==> src/rcx_pkg.sv <==
// Purpose: Shared constants and types for the 8-bit core and its timers.
// Assumes: One clock, sys_clk, which is the instruction oscillator.
// Notes:   File addresses are five-bit offsets inside a data page.
`default_nettype none
package rcx_pkg;
    // ************************************************
    // Widths and reset values
    // ************************************************
    localparam int          PC_W         = 11;
    localparam int          STK_W        = 12;
    localparam int          STK_DEPTH    = 8;
    localparam logic [10:0] RESET_VECTOR = 11'h000;
    localparam logic [7:0]  CFG_RESET    = 8'hff;
    localparam logic [7:0]  STATUS_RESET = 8'h00;
    localparam logic [7:0]  FSP_RESET    = 8'h00;
    // ************************************************
    // File addresses handled inside the core
    // ************************************************
    localparam logic [4:0]  FA_INDIRECT  = 5'h00;
    localparam logic [4:0]  FA_TIMER_A   = 5'h01;
    localparam logic [4:0]  FA_PC_LOW    = 5'h02;
    localparam logic [4:0]  FA_STATUS    = 5'h03;
    localparam logic [4:0]  FA_FSP       = 5'h04;
    localparam logic [4:0]  FA_PERIPH    = 5'h06;
    // Status bit positions.
    localparam int          ST_C         = 0;
    localparam int          ST_DC        = 1;
    localparam int          ST_Z         = 2;
    localparam int          ST_PA_LO     = 5;
    localparam int          ST_IRQ_OFF   = 7;
    // Program block that holds writable memory.
    localparam logic [1:0]  RAM_BLOCK    = 2'h1;
    // ************************************************
    // Instruction encodings
    // ************************************************
    localparam logic [11:0] OP_NOP       = 12'h000;
    localparam logic [11:0] OP_OPTION    = 12'h002;
    localparam logic [11:0] OP_SLEEP     = 12'h003;
    localparam logic [11:0] OP_RETURN    = 12'h008;
    localparam logic [3:0]  OP4_RETURN_WITH_LITERAL    = 4'h8;
    localparam logic [3:0]  OP4_CALL     = 4'h9;
    localparam logic [2:0]  OP3_GOTO     = 3'h5;
    localparam logic [3:0]  OP4_FILE_TOP = 4'h3;
    localparam logic [3:0]  OP4_MOVLW    = 4'hc;
    localparam logic [3:0]  OP4_IORLW    = 4'hd;
    localparam logic [3:0]  OP4_ANDLW    = 4'he;
    localparam logic [5:0]  ALU_MOVWF    = 6'h00;
    localparam logic [5:0]  ALU_CLR      = 6'h01;
    localparam logic [5:0]  ALU_SUB      = 6'h02;
    localparam logic [5:0]  ALU_DEC      = 6'h03;
    localparam logic [5:0]  ALU_IOR      = 6'h04;
    localparam logic [5:0]  ALU_AND      = 6'h05;
    localparam logic [5:0]  ALU_XOR      = 6'h06;
    localparam logic [5:0]  ALU_ADD      = 6'h07;
    localparam logic [5:0]  ALU_MOV      = 6'h08;
    localparam logic [5:0]  ALU_COM      = 6'h09;
    localparam logic [5:0]  ALU_INC      = 6'h0a;
    localparam logic [5:0]  ALU_RR       = 6'h0c;
    localparam logic [5:0]  ALU_RL       = 6'h0d;
    localparam logic [5:0]  ALU_SWAP     = 6'h0e;
    // ************************************************
    // Timer codes
    // ************************************************
    localparam logic [1:0]  TAS_PIN_FALL = 2'h0;
    localparam logic [1:0]  TAS_PIN_RISE = 2'h1;
    localparam logic [1:0]  TAS_CLK32    = 2'h2;
    localparam logic [1:0]  TAS_OSC_DIV4 = 2'h3;
    localparam logic [2:0]  TB_RESERVED  = 3'h7;
    localparam logic [15:0] TB_BASE      = 16'h0200;
    // ************************************************
    // Types
    // ************************************************
    typedef enum logic [1:0] {PH_DECODE, PH_READ, PH_PROCESS, PH_WRITE} rcx_phase_e;
    typedef struct packed {
        logic       osc_in_sleep;
        logic       timer_a_disable;
        logic [1:0] timer_a_source;
        logic       timer_b_irq_mask;
        logic [2:0] timer_b_period;
    } rcx_cfg_s;
    typedef struct packed {
        logic [7:0] addr;
        logic       rd;
        logic       wr;
        logic [7:0] wdata;
    } rcx_dreq_s;
endpackage
`default_nettype wire

==> src/rcx_core.sv <==
// Purpose: 8-bit core with two-stage pipeline and four-phase cycles.
// Assumes: Program and data memories answer within the same clock.
// Notes:   Bit-test opcodes are not decoded and execute as no-ops.
`default_nettype none
module rcx_core (
    // Clock and reset
    input  wire logic               sys_clk,
    input  wire logic               rst_n,
    // Program memory
    output logic      [10:0]        prog_addr,
    output logic                    prog_ram_sel,
    input  wire logic [11:0]        prog_rdata,
    // Data memory
    output var rcx_pkg::rcx_dreq_s  dmem_req,
    input  wire logic [7:0]         dmem_rdata,
    // Peripheral port
    output var rcx_pkg::rcx_dreq_s  periph_req,
    input  wire logic [7:0]         periph_rdata,
    input  wire logic               periph_irq,
    input  wire logic               smb_slave_busy,
    // Timer pins
    input  wire logic               timer_a_count_pin,
    input  wire logic               clk_32k_pin,
    // Status
    output logic                    osc_run,
    output logic                    sleeping,
    output logic                    timer_b_irq
);
    // ************************************************
    // State
    // ************************************************
    rcx_pkg::rcx_phase_e ph_q, ph_d;
    rcx_pkg::rcx_cfg_s   cfg_q;
    logic [10:0] pc_q, pc_d;
    logic [11:0] ir_q;
    logic [7:0]  w_q, fsp_q, status_q, opnd_q, res_q;
    logic [7:0]  eff_q;
    logic [2:0]  flg_q;
    logic        sleep_q;
    logic [11:0] stk_top;
    logic [7:0]  ta_count;
    logic        tb_ovf;
    // ************************************************
    // Decode
    // ************************************************
    wire [5:0] op6     = ir_q[11:6];
    wire [3:0] op4     = ir_q[11:8];
    wire [7:0] lit     = ir_q[7:0];
    wire       is_file = op4 <= rcx_pkg::OP4_FILE_TOP;
    wire       is_alu  = is_file && op6 != rcx_pkg::ALU_MOVWF;
    wire       is_spec = is_file && op6 == rcx_pkg::ALU_MOVWF && !ir_q[5];
    wire       is_lit  = op4 >= rcx_pkg::OP4_MOVLW;
    wire       is_goto = ir_q[11:9] == rcx_pkg::OP3_GOTO;
    wire       is_call = op4 == rcx_pkg::OP4_CALL;
    wire       is_rlw  = op4 == rcx_pkg::OP4_RETURN_WITH_LITERAL;
    wire       is_ret  = ir_q == rcx_pkg::OP_RETURN;
    wire       is_opt  = ir_q == rcx_pkg::OP_OPTION;
    wire       is_slp  = ir_q == rcx_pkg::OP_SLEEP;
    wire       branch  = is_goto || is_call || is_ret || is_rlw;
    wire       wb_file = is_file && !is_spec && ir_q[5];
    wire       wb_w    = (is_alu && !ir_q[5]) || is_lit;
    wire [5:0] lit_op  = (op4 == rcx_pkg::OP4_MOVLW) ? rcx_pkg::ALU_MOV :
                         (op4 == rcx_pkg::OP4_IORLW) ? rcx_pkg::ALU_IOR :
                         (op4 == rcx_pkg::OP4_ANDLW) ? rcx_pkg::ALU_AND :
                         rcx_pkg::ALU_XOR;
    wire [5:0] alu_op  = is_lit ? lit_op : op6;
    wire [7:0] alu_b   = is_lit ? lit : opnd_q;
    wire [4:0] fa_dec  = (ir_q[4:0] == rcx_pkg::FA_INDIRECT) ? fsp_q[4:0] : ir_q[4:0];
    wire [4:0] fa      = eff_q[4:0];
    wire       at_ta   = fa == rcx_pkg::FA_TIMER_A;
    wire       at_pc   = fa == rcx_pkg::FA_PC_LOW;
    wire       at_st   = fa == rcx_pkg::FA_STATUS;
    wire       at_fsp  = fa == rcx_pkg::FA_FSP;
    wire       at_per  = fa == rcx_pkg::FA_PERIPH;
    wire       at_int  = at_ta || at_pc || at_st || at_fsp || at_per;
    wire       ph_rd   = ph_q == rcx_pkg::PH_READ;
    wire       ph_wr   = ph_q == rcx_pkg::PH_WRITE;
    wire       do_rd   = ph_rd && is_alu;
    wire       do_wr   = ph_wr && wb_file;
    wire [1:0] pa      = status_q[rcx_pkg::ST_PA_LO +: 2];
    // ************************************************
    // ALU
    // ************************************************
    logic [7:0] alu_res;
    logic [2:0] alu_flg;
    logic [2:0] alu_msk;
    logic [8:0] sum9;
    logic [4:0] sum5;
    logic [7:0] addend;
    always_comb begin
        addend  = (alu_op == rcx_pkg::ALU_SUB) ? ~w_q : w_q;
        sum9    = 9'({1'b0, alu_b} + {1'b0, addend} + 9'(alu_op == rcx_pkg::ALU_SUB));
        sum5    = 5'({1'b0, alu_b[3:0]} + {1'b0, addend[3:0]}
                  + 5'(alu_op == rcx_pkg::ALU_SUB));
        alu_res = alu_b;
        alu_flg = {1'b0, sum5[4], sum9[8]};
        alu_msk = 3'h4;
        case (alu_op)
            rcx_pkg::ALU_MOVWF: begin
                alu_res = w_q;
                alu_msk = 3'h0;
            end
            rcx_pkg::ALU_CLR: alu_res = 8'h00;
            rcx_pkg::ALU_SUB, rcx_pkg::ALU_ADD: begin
                alu_res = sum9[7:0];
                alu_msk = 3'h7;
            end
            rcx_pkg::ALU_DEC:  alu_res = 8'(alu_b - 1'b1);
            rcx_pkg::ALU_INC:  alu_res = 8'(alu_b + 1'b1);
            rcx_pkg::ALU_IOR:  alu_res = alu_b | w_q;
            rcx_pkg::ALU_AND:  alu_res = alu_b & w_q;
            rcx_pkg::ALU_XOR:  alu_res = alu_b ^ w_q;
            rcx_pkg::ALU_COM:  alu_res = ~alu_b;
            rcx_pkg::ALU_MOV:  alu_msk = is_lit ? 3'h0 : 3'h4;
            rcx_pkg::ALU_RR: begin
                alu_res = {status_q[rcx_pkg::ST_C], alu_b[7:1]};
                alu_flg = {2'b00, alu_b[0]};
                alu_msk = 3'h1;
            end
            rcx_pkg::ALU_RL: begin
                alu_res = {alu_b[6:0], status_q[rcx_pkg::ST_C]};
                alu_flg = {2'b00, alu_b[7]};
                alu_msk = 3'h1;
            end
            rcx_pkg::ALU_SWAP: begin
                alu_res = {alu_b[3:0], alu_b[7:4]};
                alu_msk = 3'h0;
            end
            default: alu_msk = 3'h0;
        endcase
        alu_flg[2] = alu_res == 8'h00;
    end
    // Flags only move for instructions that really ran through the ALU.
    wire [2:0] flg_en  = (is_alu || is_lit) ? alu_msk : 3'h0;
    wire [7:0] st_wr   = (wb_file && at_st) ? res_q : status_q;
    wire [7:0] st_next = {st_wr[7:3], (flg_en & flg_q) | (~flg_en & st_wr[2:0])};
    // ************************************************
    // Phase sequencer
    // ************************************************
    // one phase per edge
    always_comb begin
        unique case (ph_q)
            rcx_pkg::PH_DECODE:  ph_d = rcx_pkg::PH_READ;
            rcx_pkg::PH_READ:    ph_d = rcx_pkg::PH_PROCESS;
            rcx_pkg::PH_PROCESS: ph_d = rcx_pkg::PH_WRITE;
            rcx_pkg::PH_WRITE:   ph_d = rcx_pkg::PH_DECODE;
        endcase
    end
    wire wake = periph_irq || tb_ovf;
    always_ff @(posedge sys_clk or negedge rst_n) begin
        if (!rst_n) begin
            ph_q    <= rcx_pkg::PH_DECODE;
            sleep_q <= 1'b0;
        end else begin
            ph_q    <= sleep_q ? ph_q : ph_d;
            sleep_q <= !wake && (sleep_q || (ph_wr && is_slp));
        end
    end
    // ************************************************
    // Program counter and fetch
    // ************************************************
    // call reaches lower half
    assign pc_d = is_goto ? {pa, ir_q[8:0]} :
                  is_call ? {pa, 1'b0, lit} :
                  (is_ret || is_rlw) ? stk_top[10:0] :
                  11'(pc_q + 1'b1);
    always_ff @(posedge sys_clk or negedge rst_n) begin
        if (!rst_n) begin
            pc_q <= rcx_pkg::RESET_VECTOR;
            ir_q <= rcx_pkg::OP_NOP;
        end else if (ph_wr) begin
            pc_q <= pc_d;
            ir_q <= branch ? rcx_pkg::OP_NOP : prog_rdata;
        end
    end
    assign prog_addr    = pc_q;
    assign prog_ram_sel = pc_q[10:9] == rcx_pkg::RAM_BLOCK;
    rcx_stack u_stack (
        .sys_clk   (sys_clk),
        .rst_n     (rst_n),
        .push      (ph_wr && is_call),
        .pop       (ph_wr && (is_ret || is_rlw)),
        .push_data ({1'b0, pc_q}),
        .top       (stk_top)
    );
    // ************************************************
    // Data path by phase
    // ************************************************
    // decode, read, process stages
    always_ff @(posedge sys_clk or negedge rst_n) begin
        if (!rst_n) begin
            eff_q  <= '0;
            opnd_q <= '0;
            res_q  <= '0;
            flg_q  <= '0;
        end else begin
            if (ph_q == rcx_pkg::PH_DECODE) begin
                eff_q <= {fsp_q[7:5], fa_dec};
            end
            if (ph_rd) begin
                opnd_q <= at_ta  ? ta_count :
                          at_pc  ? pc_q[7:0] :
                          at_st  ? status_q :
                          at_fsp ? fsp_q :
                          at_per ? periph_rdata : dmem_rdata;
            end
            if (ph_q == rcx_pkg::PH_PROCESS) begin
                res_q <= alu_res;
                flg_q <= alu_flg;
            end
        end
    end
    always_ff @(posedge sys_clk or negedge rst_n) begin
        if (!rst_n) begin
            w_q      <= '0;
            fsp_q    <= rcx_pkg::FSP_RESET;
            status_q <= rcx_pkg::STATUS_RESET;
            cfg_q    <= rcx_pkg::CFG_RESET;
        end else if (ph_wr) begin
            if (wb_w) begin
                w_q <= res_q;
            end else if (is_rlw) begin
                w_q <= lit;
            end
            if (is_opt) begin
                cfg_q <= w_q;
            end
            if (wb_file && at_fsp) begin
                fsp_q <= res_q;
            end
            status_q <= st_next;
        end
    end
    // ************************************************
    // Memory and peripheral ports
    // ************************************************
    assign dmem_req.addr    = eff_q;
    assign dmem_req.rd      = do_rd && !at_int;
    assign dmem_req.wr      = do_wr && !at_int;
    assign dmem_req.wdata   = res_q;
    assign periph_req.addr  = eff_q;
    assign periph_req.rd    = do_rd && at_per;
    assign periph_req.wr    = do_wr && at_per;
    assign periph_req.wdata = res_q;
    // ************************************************
    // Timers, sleep and oscillator
    // ************************************************
    rcx_timers u_timers (
        .sys_clk           (sys_clk),
        .rst_n             (rst_n),
        .cfg               (cfg_q),
        .osc_div4_en       (ph_wr && !sleep_q),
        .ta_load           (do_wr && at_ta),
        .ta_load_val       (res_q),
        .timer_a_count_pin (timer_a_count_pin),
        .clk_32k_pin       (clk_32k_pin),
        .ta_count          (ta_count),
        .tb_ovf            (tb_ovf)
    );
    assign timer_b_irq = tb_ovf && !cfg_q.timer_b_irq_mask
                         && !status_q[rcx_pkg::ST_IRQ_OFF];
    assign osc_run     = !sleep_q || cfg_q.osc_in_sleep || smb_slave_busy;
    assign sleeping    = sleep_q;
endmodule
`default_nettype wire

==> src/rcx_stack.sv <==
// Purpose: Circular return-address stack with a registered top word.
// Assumes: Push and pop are never asserted together.
// Notes:   Depth must be a power of two so the pointer wraps by itself.
`default_nettype none
module rcx_stack #(
    parameter int DEPTH = rcx_pkg::STK_DEPTH,
    parameter int W     = rcx_pkg::STK_W
) (
    // Clock and reset
    input  wire logic         sys_clk,
    input  wire logic         rst_n,
    // Stack access
    input  wire logic         push,
    input  wire logic         pop,
    input  wire logic [W-1:0] push_data,
    output logic      [W-1:0] top
);
    localparam int AW = $clog2(DEPTH);
    if (DEPTH < 2 || (DEPTH & (DEPTH - 1)) != 0) begin : g_chk
        $error("Stack depth must be a power of two.");
    end
    logic [W-1:0]  mem [DEPTH];
    logic [AW-1:0] ptr_q;
    logic [W-1:0]  top_q;
    wire  [AW-1:0] below = AW'(ptr_q - AW'(2));
    always_ff @(posedge sys_clk) begin
        if (push) begin
            mem[ptr_q] <= push_data;
        end
    end
    always_ff @(posedge sys_clk or negedge rst_n) begin
        if (!rst_n) begin
            ptr_q <= '0;
            top_q <= '0;
        end else if (push) begin
            ptr_q <= AW'(ptr_q + 1'b1);
            top_q <= push_data;
        end else if (pop) begin
            ptr_q <= AW'(ptr_q - 1'b1);
            top_q <= mem[below];
        end
    end
    assign top = top_q;
endmodule
`default_nettype wire

==> src/rcx_timers.sv <==
// Purpose: Timer A event counter and timer B periodic overflow.
// Assumes: Both count pins are asynchronous to sys_clk.
// Notes:   Timer B is held at zero on the reserved period code.
`default_nettype none
module rcx_timers (
    // Clock and reset
    input  wire logic             sys_clk,
    input  wire logic             rst_n,
    // Control
    input  wire rcx_pkg::rcx_cfg_s cfg,
    input  wire logic             osc_div4_en,
    input  wire logic             ta_load,
    input  wire logic [7:0]       ta_load_val,
    // Pins
    input  wire logic             timer_a_count_pin,
    input  wire logic             clk_32k_pin,
    // Results
    output logic      [7:0]       ta_count,
    output logic                  tb_ovf
);
    // ************************************************
    // Pin synchronisers
    // ************************************************
    logic [1:0]  s1_q, s2_q, s3_q, stable_q;
    logic [7:0]  ta_q;
    logic [15:0] tb_q;
    logic        tb_ovf_q;
    wire  [1:0]  agree = ~(s2_q ^ s3_q);
    wire  [1:0]  rise  = agree & s3_q & ~stable_q;
    wire  [1:0]  fall  = agree & ~s3_q & stable_q;
    always_ff @(posedge sys_clk or negedge rst_n) begin
        if (!rst_n) begin
            s1_q     <= '0;
            s2_q     <= '0;
            s3_q     <= '0;
            stable_q <= '0;
        end else begin
            s1_q     <= {clk_32k_pin, timer_a_count_pin};
            s2_q     <= s1_q;
            s3_q     <= s2_q;
            stable_q <= (agree & s3_q) | (~agree & stable_q);
        end
    end
    // ************************************************
    // Timer A
    // ************************************************
    // select increment event
    wire ta_evt = (cfg.timer_a_source == rcx_pkg::TAS_PIN_FALL) ? fall[0] :
                  (cfg.timer_a_source == rcx_pkg::TAS_PIN_RISE) ? rise[0] :
                  (cfg.timer_a_source == rcx_pkg::TAS_CLK32)    ? rise[1] :
                  osc_div4_en;
    wire ta_inc = ta_evt && !cfg.timer_a_disable;
    always_ff @(posedge sys_clk or negedge rst_n) begin
        if (!rst_n) begin
            ta_q <= '0;
        end else if (ta_load) begin
            ta_q <= ta_load_val;
        end else if (ta_inc) begin
            ta_q <= 8'(ta_q + 1'b1);
        end
    end
    // ************************************************
    // Timer B
    // ************************************************
    // period of 256 times 2^(n+1)
    wire [15:0] tb_last = 16'((rcx_pkg::TB_BASE << cfg.timer_b_period) - 16'h0001);
    wire        tb_run  = cfg.timer_b_period != rcx_pkg::TB_RESERVED;
    wire        tb_wrap = tb_run && rise[1] && (tb_q >= tb_last);
    always_ff @(posedge sys_clk or negedge rst_n) begin
        if (!rst_n) begin
            tb_q     <= '0;
            tb_ovf_q <= 1'b0;
        end else begin
            tb_ovf_q <= tb_wrap;
            if (!tb_run || tb_wrap) begin
                tb_q <= '0;
            end else if (rise[1]) begin
                tb_q <= 16'(tb_q + 1'b1);
            end
        end
    end
    assign ta_count = ta_q;
    assign tb_ovf   = tb_ovf_q;
endmodule
`default_nettype wire

==> config.mk <==
export PLATFORM = sky130hd
export DESIGN_NAME = rcx_core
export DESIGN_NICKNAME = d
export VERILOG_FILES = /design/src/rcx_pkg.sv /design/src/rcx_core.sv /design/src/rcx_stack.sv /design/src/rcx_timers.sv
export SDC_FILE = /design/constraint.sdc
export NUM_CORES = 1
export LEC_CHECK = 0
export BUFFER_PORTS_ARGS = -buffer_cell sky130_fd_sc_hd__buf_4
export CORE_MARGIN = 2
export CORE_UTILIZATION = 50
export DETAILED_ROUTE_END_ITERATION = 10
export PLACE_DENSITY_LB_ADDON = 0.15
export SLEW_MARGIN = 25
export SYNTH_ARGS = -nofsm -noshare
export SYNTH_HDL_FRONTEND = slang
export SYNTH_SLANG_ARGS = --single-unit
==> constraint.sdc <==
create_clock -name sys_clk -period 7.7 [get_ports sys_clk]
set_input_delay 0.77 -clock sys_clk [delete_from_list [all_inputs] [get_ports sys_clk]]
set_output_delay 0.77 -clock sys_clk [all_outputs]
set_load 0.02 [all_outputs]
==> results.py, run 1 <==
metrics = {
    "synth": {
        "synth_seq_cells": 220,
        "synth_top_area_frac": 0.253,
        "synth_fp_nets": 1224,
        "syn_area_um2": 12300,
        "synth_edf_count": 88,
        "synth_top_cells_by_count": "dfrtp_1 (124), nor2_1 (117), edfxtp_1 (88)",
        "ys.flop_type": "dfrtp_1",
        "synthDistinctLibCells": 73,
        "synth_area_leaders": "dfrtp_1 (25%), edfxtp_1 (22%), ha_1 (5.7%)",
        "async_flop_share": 0.600,
        "ys_warn_count": 0,
        "syn_inst": 1131,
        "seq_area_frac_synth": 0.486,
        "synth_area_per_cell_um2": 10.8,
        "synth_top_cell_by_area": "dfrtp_1",
        "yosysMostFrequentCell": "dfrtp_1",
    },
    "place": {
        "dp_cells": 1477,
        "hpwlAfterDp_um": 22800,
        "place.gp.congestion": 0.978,
        "place_ws_ps": 3120,
        "numPortBuffers": 84,
    },
    "global_routing": {
        "grt_util_met1": 0.354,
        "grt_pass1_wl_um": 50500,
        "grt_max_degree": 78,
        "grt_remaining_overflow": 0,
        "track_usage": 0.252,
        "use_met2": 0.414,
        "antenna_found_initial": 0,
        "busiest_layer": "met2",
        "met3_usage": 0.0282,
        "grt_pass1_vias": 8655,
    },
    "layout": {
        "n_fill_cell": 2033,
        "syn_to_final_growth_pct": 12.8,
        "fin_nets": 1272,
        "num_antenna_cells": 0,
        "fin_util": 0.572,
        "fin_cells": 1521,
        "drive_gt1_frac": 0.176,
    },
    "setup_path": {
        "arrival_ps": 5130,
        "crit_path_end_kind": "flop",
        "worstReg2RegEnd": "flg_q[2]$_DFFE_PN0P_",
        "critPathKind": "reg -> reg",
        "critPathMaxFanout": 12,
        "reg2reg_depth": 15,
        "cp-start-kind": "flop",
        "crit_start": "ir_q[10]$_DFFE_PN0P_",
        "worstPathRequired_ps": 8140,
        "ff2ff_setup_slack_ps": 3000,
        "r2r-start": "ir_q[10]$_DFFE_PN0P_",
    },
    "sta": {
        "holdWs_ps": 277,
        "fmax_ghz": 0.213,
        "skew_ps": 8.41,
        "finalHoldViolCount": 0,
        "setup_slack_ps": 3000,
        "tightestPinTransition_ps": 1020,
        "relSlewSlack": 0.312,
        "setup_violations": 0,
        "slew_viol_final": 0,
        "final.setup.tns_ps": 0,
        "rsz0062_at_grt": "no",
        "finalCriticalPeriod_ps": 4700,
        "period_share": 0.610,
    },
    "cts": {
        "cts_setup_buffers": 0,
        "h-tree-depth": 1,
        "ctsHoldBuffers": 0,
        "clk_pin_slew_worst_paths_ps": 60,
        "cts_tree": "done",
        "cts_buffers": 24,
        "clk_latency_ps": 530,
        "cts-root-buf": "clkbuf_16",
        "cts.repair.resized": 0,
        "clk_path_buf_depth": 3,
        "clock_sinks": 220,
    },
    "pwr": {
        "power_density_nw_per_um2": 432,
        "leakage_uw": 0.00581,
        "ir_drop_mv": 0.262,
    },
    "die": {
        "io_pins": 85,
        "die_w_um": 161,
        "initial_core_util": 0.507,
        "core-area_um2": 24200,
        "rows": 57,
        "die_h_um": 161,
        "dieArea_um2": 25800,
    },
    "routing": {
        "detail_route.wl_per_cell_um": 21.3,
        "vias": 8790,
        "vias_per_cell": 5.78,
        "first_iter_violations": 623,
        "first_pass_iters": 5,
        "drc": 0,
        "wl_um": 32300,
        "final_antenna_net_count": 0,
    },
    "worst_hold_path": {
        "hold_path_class": "in -> async",
    },
    "job": {
        "max_cap_violations": 0,
    },
    "outcome": {
        "run_status": "completed",
    },
}
==> critical path: stages, from the launching register on <==
cell and delay (ps):
dfrtp_1 370, inv_1 100, ha_1 460, nor4b_1 660, nand2_1 450, xnor2_1 330, inv_1 90, fa_1 430
nand2b_1 180, a21oi_1 130, o21a_1 140, o21ai_0 100, nor3b_1 160, a221o_1 290, or4_1 540, o31ai_2 180
==> worst max path at each step <==
stage,end,slack [ps]
global route,flg_q[2]$_DFFE_PN0P_,2740
floorplan,flg_q[2]$_DFFE_PN0P_,3710
finish,flg_q[2]$_DFFE_PN0P_,3000
global placement,flg_q[2]$_DFFE_PN0P_,3180
CTS,flg_q[2]$_DFFE_PN0P_,3090
detailed placement,flg_q[2]$_DFFE_PN0P_,3120
==> cells in the final DEF (no fill, tap or decap), drive strengths merged, types with 6 or more instances in the layout <==
master | Yosys | final
nand4 | 8 | 8
nor2 | 118 | 118
o21a | 6 | 6
nor3 | 16 | 16
xor2 | 24 | 24
mux2 | 36 | 36
ha | 56 | 56
edfxtp | 88 | 88
a21oi | 88 | 88
a211oi | 22 | 22
clkbuf | 40 | 32
nand3 | 29 | 29
dfstp | 8 | 8
nand2b | 10 | 10
mux4 | 22 | 22
buf | 33 | 95
and3 | 17 | 17
mux2i | 58 | 58
clkinv | 0 | 7
dfrtp | 124 | 124
o21ai | 57 | 57
xnor2 | 25 | 25
nor2b | 9 | 9
nand2 | 78 | 78
inv | 48 | 48
and2 | 8 | 8
a2111oi | 6 | 6
==> report_power, final <==
part           leakage (µW)  internal (µW)  switching [µW]
clock              0.000382            702             468
sequential          0.00242           1530             553
combinational       0.00300           1160            1570
total               0.00581           3390            2590
==> area by class of cell <==
class / instances / area, µm² / area share
clock inverter: 12 / 144 / 0.0104
clock buffer: 32 / 661 / 0.0478
multi-input combinational: 790 / 5770 / 0.417
tap: 324 / 405 / 0.0293
sequential: 220 / 5960 / 0.431
inverter: 48 / 180 / 0.0130
timing repair buffer: 95 / 717 / 0.0518
==> stage by stage <==
| step | cell area (µm²) | total power [µW] |
|---|---|---|
| 5_1_grt | 13800 | 6350 |
| 2_1_floorplan | 12300 | 3910 |
| 4_1_cts | 13800 | 5980 |
| 6_report | 13800 | 5980 |
| 3_5_place_dp | 13000 | 4800 |
| 3_3_place_gp | 13000 | 4770 |
==> registers in the layout (all words and copies together), names as in the netlist, 2 cells and up, named ones only <==
| signal | flops |
|---|---|
| u_timers.s3_q | 2 |
| w_q | 8 |
| u_timers.s2_q | 2 |
| fsp_q | 8 |
| ph_q | 2 |
| prog_addr | 11 |
| cfg_q | 8 |
| u_stack.mem | 88 |
| res_q | 8 |
| u_stack.ptr_q | 3 |
| flg_q | 3 |
| u_timers.s1_q | 2 |
| eff_q | 8 |
| u_stack.top | 11 |
| ir_q | 12 |
| opnd_q | 8 |
| u_timers.tb_q | 16 |
| u_timers.ta_count | 8 |
| status_q | 5 |
==> metal layers <==
layer,vias up,routed length (µm)
met5,-,0
met4,0,924
met3,59,1560
met2,244,15400
met1,4268,14500
li1,4219,-
==> cells by family after synthesis <==
kind of cell | Yosys count | share of synthesized area
xor gates and xnor gates | 49 | 0.0350
and+or+nand+nor | 332 | 0.131
adders and majority gates | 59 | 0.0620
DFF | 220 | 0.486
muxes | 116 | 0.122
buffers and inverters | 121 | 0.0447
AOI/OAI and AO/OA | 234 | 0.120
Note: power is estimated with default switching activity, not from simulation.
==> inputs of run 2 (changes only) <==
clock period = 4.55 ns   (was 7.7 ns; I/O delays follow)
==> results.py, run 2 (synthesized netlist as in run 1, its figures left out) <==
metrics = {
    "sta": {
        "fmax_ghz": 0.245,
        "skew_ps": 30.1,
        "relSlewSlack": 0.385,
        "tightestPinTransition_ps": 923,
        "finalHoldViolCount": 0,
        "rsz0062_at_grt": "no",
        "period_share": 0.896,
        "final.setup.tns_ps": 0,
        "setup_violations": 0,
        "finalCriticalPeriod_ps": 4080,
        "slew_viol_final": 0,
    },
    "cts": {
        "clk_path_buf_depth": 3,
        "h-tree-depth": 1,
        "cts-root-buf": "clkbuf_16",
        "cts_buffers": 25,
        "cts_tree": "done",
        "cts_setup_buffers": 0,
        "ctsHoldBuffers": 0,
        "clk_latency_ps": 540,
        "clk_pin_slew_worst_paths_ps": 60,
        "clock_sinks": 220,
        "cts.repair.resized": 0,
    },
    "setup_path": {
        "arrival_ps": 4530,
        "worstPathRequired_ps": 5000,
        "critPathKind": "reg -> reg",
        "crit_slowest_cell": "or4_1",
        "crit_path_end_kind": "flop",
        "slowest_delay_ps": 540,
        "cp_cell_sequence": "inv_1 -> ha_1 -> nor4b_1 -> buf_4 -> nand2_1 -> buf_4 -> nand2_1 -> o21ai_0 -> fa_1 -> nand2b_1 -> a21oi_1 -> o21a_1 -> o21ai_0 -> nor3b_1 -> a221o_1 -> or4_1 -> o31ai_2",
        "cp-start-kind": "flop",
        "critPathMaxFanout": 7,
    },
    "pwr": {
        "leakage_uw": 0.00593,
        "ir_drop_mv": 0.446,
        "p_comb_frac": 0.472,
        "pwr-share-seq": 0.329,
        "intPower_uw": 5870,
        "p_sw_uw": 4470,
        "clkPwrFrac": 0.199,
        "power_density_nw_per_um2": 738,
        "p_sw_frac": 0.432,
        "p_total_uw": 10300,
    },
    "routing": {
        "detail_route.wl_per_cell_um": 21.2,
        "first_iter_violations": 762,
        "drc": 0,
        "wl_um": 32600,
        "vias_per_cell": 5.89,
        "vias": 9061,
        "first_pass_iters": 6,
        "final_antenna_net_count": 0,
    },
    "place": {
        "place.gp.congestion": 0.942,
        "dp_cells": 1493,
        "numPortBuffers": 84,
        "hpwlAfterDp_um": 23300,
    },
    "global_routing": {
        "grt_remaining_overflow": 0,
        "grt_pass1_vias": 8913,
        "grt_max_degree": 98,
        "grt_pass1_wl_um": 51100,
        "track_usage": 0.254,
        "antenna_found_initial": 0,
    },
    "layout": {
        "reg_top3": "u_stack.mem x88, u_timers.tb_q x16, ir_q x12",
        "largest-register": "u_stack.mem",
        "fin_cells": 1539,
        "drive_gt1_frac": 0.193,
        "fin_nets": 1289,
        "num_antenna_cells": 0,
        "largest_register_ffs": 88,
        "syn_to_final_growth_pct": 14.3,
        "final_cell_mix": "dfrtp_1 (124), nor2_1 (117), buf_4 (110)",
        "final_common_cell": "dfrtp_1",
    },
    "die": {
        "die_w_um": 161,
        "core-area_um2": 24200,
        "rows": 57,
        "io_pins": 85,
        "die_h_um": 161,
        "initial_core_util": 0.507,
        "dieArea_um2": 25800,
    },
    "worst_hold_path": {
        "hold_path_class": "in -> reg",
    },
    "job": {
        "max_cap_violations": 0,
    },
    "outcome": {
        "run_status": "completed",
    },
}
[run 2: final timing paths]
kind	from	endpoint	slack [ps]	cells after the start
setup reg to reg	ir_q[10]$_DFFE_PN0P_	flg_q[2]$_DFFE_PN0P_	470	17
hold reg to reg	u_timers.s1_q[0]$_DFF_PN0_	u_timers.s2_q[0]$_DFF_PN0_	350	0
setup / recovery	ir_q[10]$_DFFE_PN0P_	flg_q[2]$_DFFE_PN0P_	470	17
min in group asynchronous	rst_n	eff_q[6]$_DFFE_PN0N_	30	1
max in group asynchronous	rst_n	cfg_q[0]$_DFFE_PN1P_	3440	2
hold / removal	timer_a_count_pin	u_timers.s1_q[0]$_DFF_PN0_	20	1
[run 2: final cells by class]
class | count | area [µm²]
sequential | 220 | 5960
multi-input combinational | 790 | 5770
tap | 324 | 405
clock buffer | 31 | 668
clock inverter | 15 | 193
inverter | 48 | 180
timing repair buffer | 111 | 837
fill | 2070 | 10200
[run 2: metrics by stage]
step	setup WS [ps]	hold WS [ps]	util	area, µm²
after CTS	512	3.46	0.579	14000
after floorplan	559	159	-	12300
after global routing	309	5.02	0.580	14000
after detailed placement	520	339	0.544	13100
final	472	22.3	0.580	14000
after global placement	551	353	0.544	13100
[run 2: power groups by stage]
stage          Sequential (µW)  Clock, µW  Combinational, µW
2_1_floorplan             3170          0               3450
3_3_place_gp              3420          0               4780
3_5_place_dp              3430          0               4820
4_1_cts                   3390       2100               4840
5_1_grt                   3460       2190               5350
6_report                  3410       2060               4870
[run 2: layer usage]
layer,vias to the layer above,global-route usage,share of wire
li1,4243,-,-
met1,4494,0.353,0.44
met2,256,0.419,0.48
met3,68,0.0263,0.046
met4,0,0.0852,0.033
met5,-,0,0
[run 2: critical path, delay by kind of cell, from the launching register on]
family	cells	cell delay, ps
DFF	1	370
AOI/OAI and AO/OA	6	970
and+or+nand+nor	6	1420
buffers and inverters	3	510
adders and majority gates	2	730
